`config.mk`:
```
export PLATFORM = sky130hd
export DESIGN_NAME = uart_irq_ctrl
export DESIGN_NICKNAME = d
export VERILOG_FILES = /design/src/core/uart_irq_pkg.sv /design/src/core/uart_irq_ctrl.sv /design/src/core/fifo_level_compare.sv
export SDC_FILE = /design/constraint.sdc
export NUM_CORES = 1
export LEC_CHECK = 0
export BUFFER_PORTS_ARGS = -buffer_cell sky130_fd_sc_hd__buf_2
export CORE_ASPECT_RATIO = 1.1
export CORE_MARGIN = 5
export CORE_UTILIZATION = 45
export DETAILED_ROUTE_END_ITERATION = 16
export PLACE_DENSITY = 0.74
export SYNTH_ARGS = -nofsm -noshare
export SYNTH_HDL_FRONTEND = slang
export SYNTH_HIERARCHICAL = 1
export SYNTH_SLANG_ARGS = --single-unit
```
`constraint.sdc`:
```
create_clock -name clk -period 4.75 [get_ports clk]
set_input_delay 0.95 -clock clk [delete_from_list [all_inputs] [get_ports clk]]
set_output_delay 0.95 -clock clk [all_outputs]
set_load 0.01 [all_outputs]
```
`src/core/uart_irq_pkg.sv`:
```
package uart_irq_pkg;

  // ----------------------------------------------------------------
  // register byte offsets
  // ----------------------------------------------------------------
  localparam logic [11:0] OFS_THRESHOLD_SELECT = 12'h034;
  localparam logic [11:0] OFS_ENABLE_MASK = 12'h038;
  localparam logic [11:0] OFS_RAW_STATUS = 12'h03C;
  localparam logic [11:0] OFS_MASKED_STATUS = 12'h040;
  localparam logic [11:0] OFS_CLEAR = 12'h044;

  // ----------------------------------------------------------------
  // threshold select fields
  // ----------------------------------------------------------------
  localparam int TX_LEVEL_LO = 0;
  localparam int RX_LEVEL_LO = 3;
  localparam int LEVEL_W = 3;
  localparam logic [2:0] TX_LEVEL_RST = 3'h2;
  localparam logic [2:0] RX_LEVEL_RST = 3'h2;

  // threshold codes: 0..5 are 1/64 doubling up to 1/2, then 3/4
  localparam logic [2:0] LEVEL_HALF = 3'h5;
  localparam logic [2:0] LEVEL_THREE_QUARTER = 3'h6;
  localparam logic [2:0] LEVEL_RESERVED = 3'h7;
  localparam logic [2:0] LEVEL_LOG_FINEST = 3'h6;

  // ----------------------------------------------------------------
  // interrupt source bit positions
  // ----------------------------------------------------------------
  localparam int SRC_W = 13;
  localparam int SRC_CTS = 1;
  localparam int SRC_RX = 4;
  localparam int SRC_TX = 5;
  localparam int SRC_RX_TIMEOUT = 6;
  localparam int SRC_FRAMING = 7;
  localparam int SRC_PARITY = 8;
  localparam int SRC_BREAK = 9;
  localparam int SRC_OVERRUN = 10;
  localparam int SRC_FLOW_OFF = 11;
  localparam int SRC_TX_EMPTY = 12;
  localparam logic [12:0] SRC_VALID = 13'h1FF2;
  localparam logic [12:0] MASK_RST = 13'h0000;
  localparam logic [12:0] RAW_RST = 13'h0000;

endpackage

```
`src/core/uart_irq_ctrl.sv`:
```
// The implementer's own choice: register access over APB.
`timescale 1ns/1ps

module uart_irq_ctrl #(
  parameter int FIFO_DEPTH = 64,
  parameter int CNT_W = 7
) (
  input wire logic clk,
  input wire logic rst,
  // apb slave
  input wire logic psel,
  input wire logic penable,
  input wire logic pwrite,
  input wire logic [11:0] paddr,
  input wire logic [31:0] pwdata,
  output logic [31:0] prdata,
  output logic pready,
  output logic pslverr,
  // uart event sources, same clock
  input wire logic cts_change,
  input wire logic rx_timeout,
  input wire logic framing_err,
  input wire logic parity_err,
  input wire logic break_err,
  input wire logic overrun_err,
  input wire logic flow_off,
  input wire logic tx_empty,
  // fifo fill levels in entries
  input wire logic [CNT_W-1:0] tx_fifo_count,
  input wire logic [CNT_W-1:0] rx_fifo_count,
  // combined interrupt
  output logic irq
);

  // ----------------------------------------------------------------
  // state
  // ----------------------------------------------------------------
  typedef struct packed {
    logic [2:0] tx_level;
    logic [2:0] rx_level;
    logic [12:0] mask;
    logic [12:0] raw;
    logic [31:0] rdata;
  } state_type;

  state_type state_q;
  state_type state_d;

  logic [CNT_W-1:0] tx_free;
  logic tx_reached;
  logic rx_reached;
  logic [12:0] set_vec;
  logic [12:0] masked;
  logic setup_rd;
  logic access;
  logic wr_en;
  logic addr_ok;

  // geometry guard at elaboration
  if (FIFO_DEPTH < 1 || CNT_W != $clog2(FIFO_DEPTH + 1)) begin : g_bad_geometry
    $error("uart_irq_ctrl: bad FIFO_DEPTH or CNT_W");
  end

  // ----------------------------------------------------------------
  // fifo threshold detection
  // ----------------------------------------------------------------
  // empty entries of the tx fifo
  assign tx_free = CNT_W'(FIFO_DEPTH) - tx_fifo_count;

  fifo_level_compare #(
    .DEPTH(FIFO_DEPTH),
    .CNT_W(CNT_W)
  ) u_tx_cmp (
    .code(state_q.tx_level),
    .level(tx_free),
    .reached(tx_reached)
  );

  fifo_level_compare #(
    .DEPTH(FIFO_DEPTH),
    .CNT_W(CNT_W)
  ) u_rx_cmp (
    .code(state_q.rx_level),
    .level(rx_fifo_count),
    .reached(rx_reached)
  );

  // event vector at status bit positions
  always_comb begin
    set_vec = 13'h0000;
    set_vec[uart_irq_pkg::SRC_CTS] = cts_change;
    set_vec[uart_irq_pkg::SRC_RX] = rx_reached;
    set_vec[uart_irq_pkg::SRC_TX] = tx_reached;
    set_vec[uart_irq_pkg::SRC_RX_TIMEOUT] = rx_timeout;
    set_vec[uart_irq_pkg::SRC_FRAMING] = framing_err;
    set_vec[uart_irq_pkg::SRC_PARITY] = parity_err;
    set_vec[uart_irq_pkg::SRC_BREAK] = break_err;
    set_vec[uart_irq_pkg::SRC_OVERRUN] = overrun_err;
    set_vec[uart_irq_pkg::SRC_FLOW_OFF] = flow_off;
    set_vec[uart_irq_pkg::SRC_TX_EMPTY] = tx_empty;
  end

  // ----------------------------------------------------------------
  // apb decode
  // ----------------------------------------------------------------
  // zero wait states; unmapped addresses answer with an error
  assign access = psel & penable;
  assign setup_rd = psel & ~penable & ~pwrite;
  assign wr_en = access & pwrite;
  assign addr_ok = (paddr == uart_irq_pkg::OFS_THRESHOLD_SELECT) |
                   (paddr == uart_irq_pkg::OFS_ENABLE_MASK) |
                   (paddr == uart_irq_pkg::OFS_RAW_STATUS) |
                   (paddr == uart_irq_pkg::OFS_MASKED_STATUS) |
                   (paddr == uart_irq_pkg::OFS_CLEAR);
  assign pready = 1'b1;
  assign pslverr = access & ~addr_ok;
  assign prdata = state_q.rdata;

  // masked status and combined output
  assign masked = state_q.raw & state_q.mask;
  assign irq = |masked;

  // ----------------------------------------------------------------
  // next state
  // ----------------------------------------------------------------
  always_comb begin
    state_d = state_q;
    // read data latched in the setup cycle
    if (setup_rd) begin
      case (paddr)
        uart_irq_pkg::OFS_THRESHOLD_SELECT: begin
          state_d.rdata = {26'h0000000, state_q.rx_level, state_q.tx_level};
        end
        uart_irq_pkg::OFS_ENABLE_MASK: begin
          state_d.rdata = {19'h00000, state_q.mask};
        end
        uart_irq_pkg::OFS_RAW_STATUS: begin
          state_d.rdata = {19'h00000, state_q.raw};
        end
        uart_irq_pkg::OFS_MASKED_STATUS: begin
          state_d.rdata = {19'h00000, masked};
        end
        default: begin
          state_d.rdata = 32'h00000000;
        end
      endcase
    end
    // register writes
    if (wr_en && paddr == uart_irq_pkg::OFS_THRESHOLD_SELECT) begin
      state_d.tx_level = pwdata[uart_irq_pkg::TX_LEVEL_LO +: uart_irq_pkg::LEVEL_W];
      state_d.rx_level = pwdata[uart_irq_pkg::RX_LEVEL_LO +: uart_irq_pkg::LEVEL_W];
    end
    if (wr_en && paddr == uart_irq_pkg::OFS_ENABLE_MASK) begin
      state_d.mask = pwdata[12:0] & uart_irq_pkg::SRC_VALID;
    end
    if (wr_en && paddr == uart_irq_pkg::OFS_CLEAR) begin
      state_d.raw = state_q.raw & ~pwdata[12:0];
    end
    // a new event wins over a clear in the same cycle
    state_d.raw = state_d.raw | (set_vec & uart_irq_pkg::SRC_VALID);
    if (rst) begin
      state_d.tx_level = uart_irq_pkg::TX_LEVEL_RST;
      state_d.rx_level = uart_irq_pkg::RX_LEVEL_RST;
      state_d.mask = uart_irq_pkg::MASK_RST;
      state_d.raw = uart_irq_pkg::RAW_RST;
      state_d.rdata = 32'h00000000;
    end
  end

  // state register
  always_ff @(posedge clk) begin
    state_q <= state_d;
  end
endmodule // uart_irq_ctrl

```
`src/core/fifo_level_compare.sv`:
```
`timescale 1ns/1ps

// ------------------------------------------------------------------
// fifo fraction comparator
// ------------------------------------------------------------------
module fifo_level_compare #(
  parameter int DEPTH = 64,
  parameter int CNT_W = 7
) (
  input wire logic [2:0] code,
  input wire logic [CNT_W-1:0] level,
  output logic reached
);

  logic [CNT_W+7:0] lvl_x;
  logic [CNT_W+7:0] dep_x;
  logic [2:0] shift;

  // geometry guard at elaboration
  if (DEPTH < 1 || CNT_W != $clog2(DEPTH + 1)) begin : g_bad_geometry
    $error("fifo_level_compare: bad DEPTH or CNT_W");
  end

  // level/depth >= fraction, compared without division
  always_comb begin
    lvl_x = {8'h00, level};
    dep_x = (CNT_W + 8)'(DEPTH);
    shift = uart_irq_pkg::LEVEL_LOG_FINEST - code;
    reached = 1'b0;
    case (code)
      uart_irq_pkg::LEVEL_THREE_QUARTER: begin
        reached = (lvl_x << 2) >= ((dep_x << 1) + dep_x);
      end
      uart_irq_pkg::LEVEL_RESERVED: begin
        reached = 1'b0; // reserved code never triggers
      end
      default: begin
        reached = (lvl_x << shift) >= dep_x;
      end
    endcase
  end

endmodule // fifo_level_compare

```
* After elaboration in Yosys (flattened, before gate mapping) *
Index checks and enable logic that the tools add are counted.

word-level totals
  ROM bits = 0
  output and inout port bits = 35
  input bits = 71
  bits in writable memories = 0
  memories = 0
  logic and storage cells = 47
  latch bits = 0
  flip-flop bits (word level) = 61

cells by class
  order comparisons = 4
  div/mod/pow operators = 0
  add/sub/neg operators = 3
  equal/unequal tests = 9
  multiplexer cells = 4
  reduce and logical (&&, ||, !) cells = 4
  shift-type cells = 2
  multipliers = 0
  bitwise gates (word level) = 16

operators with widths
  kind                 count
  $pmux 13 s4          1
  $eq 12x6->1 const B  3
  $ge 15x7->1 const B  2
  $shl 7x3->15         2
  $and 13x13->13       2
  $eq 12x7->1 const B  2
  $ge 9x8->1 const B   2
  $mux 13              1
  $not 13->13          1
  $or 13x13->13        1
  $reduce_or 13->1     1
  $eq 3x3->1 const B   4
  $sub 7x7->7 const A  1
  $sub 3x3->3 const A  2
  $and 1x1->1          5
  $or 1x1->1           4
  $pmux 1 s2           2
  $logic_and 1x1->1    3
  $not 1->1            3

* Longest topological paths before layout *
  word-level depth = 7
  depth in mapped cells = 9
  mapped depth without buffers = 9

* Cells and area by module *
The synthesis kept the hierarchy.

by module, submodules not included
  module              area each (µm²)  cells each  instances  sequential area each (µm²)
  uart_irq_ctrl       2,591.2          304         1          840.8
  fifo_level_compare  110.1            16          2          0.0

* Least setup slack after synthesis *
Ideal clock, no wire load.

  kind = input to output
  start point = input port paddr[1]
  end point = output port pslverr
  path buffers = 1
  arrival time = 2,072 ps
  slack = 1,728 ps
  stages on the path = 4
  required time = 3,800 ps
  cell sequence = or4_4 > nor2_1 > buf_2 > a21oi_1

between the ends
  word-level cells in the longest chain between the ends = 7
  elaborated cells between the ends (all ways) = 11
  those cells by class = eq/ne: 5; bitwise: 6

ends and longest elaborated chain
  what                                   RTL line                                    RTL
  start, declared                        uart_irq_ctrl.sv:14                         input wire logic [11:0] paddr,
  $eq 12x6->1, on equally long branches  uart_irq_ctrl.sv:110, uart_irq_ctrl.sv:111
  $or 1x1->1                             uart_irq_ctrl.sv:110                        assign addr_ok = (paddr == uart_irq_pkg::OFS_THRESHOLD_SELECT) |
  $or 1x1->1                             uart_irq_ctrl.sv:111                        (paddr == uart_irq_pkg::OFS_ENABLE_MASK) |
  $or 1x1->1                             uart_irq_ctrl.sv:112                        (paddr == uart_irq_pkg::OFS_RAW_STATUS) |
  $or 1x1->1 *                           uart_irq_ctrl.sv:113                        (paddr == uart_irq_pkg::OFS_MASKED_STATUS) |
  $not 1->1 *                            uart_irq_ctrl.sv:116                        assign pslverr = access & ~addr_ok;
  $and 1x1->1 *                          uart_irq_ctrl.sv:116
  end, declared                          uart_irq_ctrl.sv:18                         output logic pslverr,

Every way passes the cells marked *; elsewhere a longest branch is shown, timed or not.

* Worst setup path after layout *
  start point = input port paddr[2]
  end point = output port pslverr

The elaborated chain is that of the path after synthesis.

==> out/qor.yml <==
drt-initial-drc-count: 139
nets: 455
mostFrequentLayoutCells: "buf_2 (66), dfxtp_1 (42), nand2b_1 (24)"
final_hold_viol_count: 0
status: "finished clean"
synthXorXnorAreaFrac_pct: 2.18
fin_total_pwr_uw: 691
drive_above_1_share_pct: 23.2
placed_area_um2: 2990
finalCriticalPeriod_ps: 3140
finalCritPeriodShare_pct: 66.1
syn_to_final_growth_pct: 9.52
synth_seq_cells: 42
clk-insertion-delay-late_ps: 290
synth.area.top_cells: "dfxtp_1 (30%), buf_4 (9.1%), nand2b_1 (5.3%)"
cts_buffers: 5
relSlewSlack_pct: 32.3
syn_area_um2: 2810
met2_length_um: 3140
post-synth-top-area-fraction_pct: 29.9
clock_power_share_pct: 34.0
core_um2: 6120
cts_hold_buf: 0
swShare_pct: 27.8
cellPowerDensity_nw_per_um2: 224
grt-ovfl-total: 0
cpPeakStageDelay_ps: 570
cp.arrival_ps: 2190
ys_types: 46
path_cells: "buf_2 -> nor2_1 -> o22ai_1 -> a21oi_1 -> buf_2"
synth_seq_area_share_pct: 29.9
synth.area.mux_share_pct: 5.12
final_antenna_net_count: 0
cts_buffer_depth: 2
die_height_um: 92.9
rows: 30
tritoncts: "built"
cap_violations: 0
dr.pass1.iters: 4
power_leakage_uw: 0.00129
cp_max_fo: 15
final_cell_area_um2: 3080
tns_ps: 0
cts.sinks: 42
vdd.ir_drop.worst_mv: 0.183
hpwl_um: 5130
cp_slowest_cell: "nor2_1"
cp_common_cell: "buf_2"
drv_slew: 0
fp.dieW_um: 85.4
crit_buf_inv: 2
worst_pin_slew_ps: 1010
grt_max_degree: 52
yosysTopAreaCell: "dfxtp_1"
synth-simple-area-share_pct: 26.3
path_clk_slew_ps: 90
final.setup.worst_slack_ps: 1610
pwr-share-seq_pct: 52.8
combPwrFrac_pct: 13.2
dp_slack_ps: 1630
synth.avg_cell_area_um2: 8.37
cp_top_family: "simple AND/OR/NAND/NOR gates"
pin_count: 106
place_congestion: 0.822
vias: 2511
die_area_um2: 7930
top_layer: "met4"
grt_use_total_pct: 16.6
hold_path.class: "flip-flop to flip-flop"
holdWs_ps: 454
first_global_vias: 2341
cp-start-kind: "input pin"
synth-compound-area-share_pct: 20.4
grt_pass1_wl_um: 10900
rsz0062_at_grt: "false"
htree_levels: 2
fmax_mhz: 319
routed_via_density: 5.46
synthCells: 336
m1WireLength_um: 3010
synth_fa_ha_area_share_pct: 2.23
synth_top_family_by_area: "simple AND/OR/NAND/NOR gates"
ctsResizeCount: 0
antenna_found_initial: 0
setup_viol: 0
drt_wl_total_um: 6690
mostFrequentLayoutCell: "buf_2"
portBuffers: 66
drc: 0
antennaDiodeCount: 0
root_buffer: "clkbuf_8"
fin_skew_ps: 7.48
avgRoutedWirePerCell_um: 14.5
endpoint_kind: "output port"
yosys_warnings: 6
p_switching_uw: 192
initial_core_util_pct: 46.0
routed-wl-met3_um: 443
internal-power_uw: 499
cp.required_ps: 3800
path_class: "input pin to output port"
post-cts-setup-buffers: 0
power by group through the flow:
stage	clock network, uW	logic, uW	registers, uW
final	235	91.5	364
after detailed placement	0	90.9	373
after global placement	0	88.1	372
after CTS	239	91.2	364
after global routing	256	101	366
after floorplan	0	65.5	370
registers in the layout, summed over array words and instances (netlist names):
register and flops:
state_q 29, prdata 13
layer usage:
| metal | up-vias | global-route usage, % |
|---|---|---|
| met3 | 8 | 4.00 |
| met5 | - | 0 |
| met2 | 79 | 26.3 |
| met1 | 1155 | 22.2 |
| met4 | 0 | 4.88 |
| li1 | 1269 | - |
Yosys cell counts (all sizes together):
cell type,count
clkbuf,12
a31oi,2
dfxtp,42
a21oi,14
a221oi,1
ha,5
o22ai,1
inv,14
nand4,4
a2bb2oi,2
buf,37
or4,4
a22oi,16
o211ai,9
or3,1
or2,1
nand3,8
xor2,4
a211o,2
a311oi,10
o21ai,14
nand2b,24
and3,16
xnor2,3
mux2,3
nor4,7
mux2i,11
and2,1
a32oi,7
nor2,19
nor3,5
nor3b,1
nand2,16
o22a,3
a22o,1
conb,2
or3b,2
nor2b,2
or4b,1
nand3b,9
area by class of cell:
class,count,area (um^2)
clock buffers,5,68.8
multi-input cells,249,1660
fillers,612,3040
inverters,14,52.6
well taps,80,100
flip-flops and latches,42,841
clock inverters,3,21.3
repair buffers,67,338
worst paths after layout:
check | endpoint | start | slack, ps | depth (start not counted)
max | pslverr | paddr[2] | 1610 | 5
min reg2reg | prdata[3] | prdata[3] | 450 | 2
min | prdata[3] | prdata[3] | 450 | 2
max reg2reg | state_q[37] | state_q[61] | 3030 | 7
per-stage QoR:
stage	instances	utilization [%]
3_3_place_gp	452	48.9
6_report	460	50.3
2_1_floorplan	354	-
4_1_cts	460	50.3
5_1_grt	460	50.3
3_5_place_dp	452	48.9
cells by family after synthesis:
| group | count (synthesis) |
|---|---|
| DFF | 42 |
| and+or+nand+nor | 121 |
| adders and majority gates | 5 |
| AOI/OAI and AO/OA | 82 |
| buffers and inverters | 63 |
| xor gates and xnor gates | 7 |
| other | 2 |
| muxes | 14 |
tightest hold or removal path: cells and delay by family, from the launching register on:
| family | cells | cell delay (ps) |
|---|---|---|
| simple gates | 1 | 40 |
| compound gates | 1 | 50 |
| flops | 1 | 330 |
No activity file was read; power rests on OpenSTA's default activity.
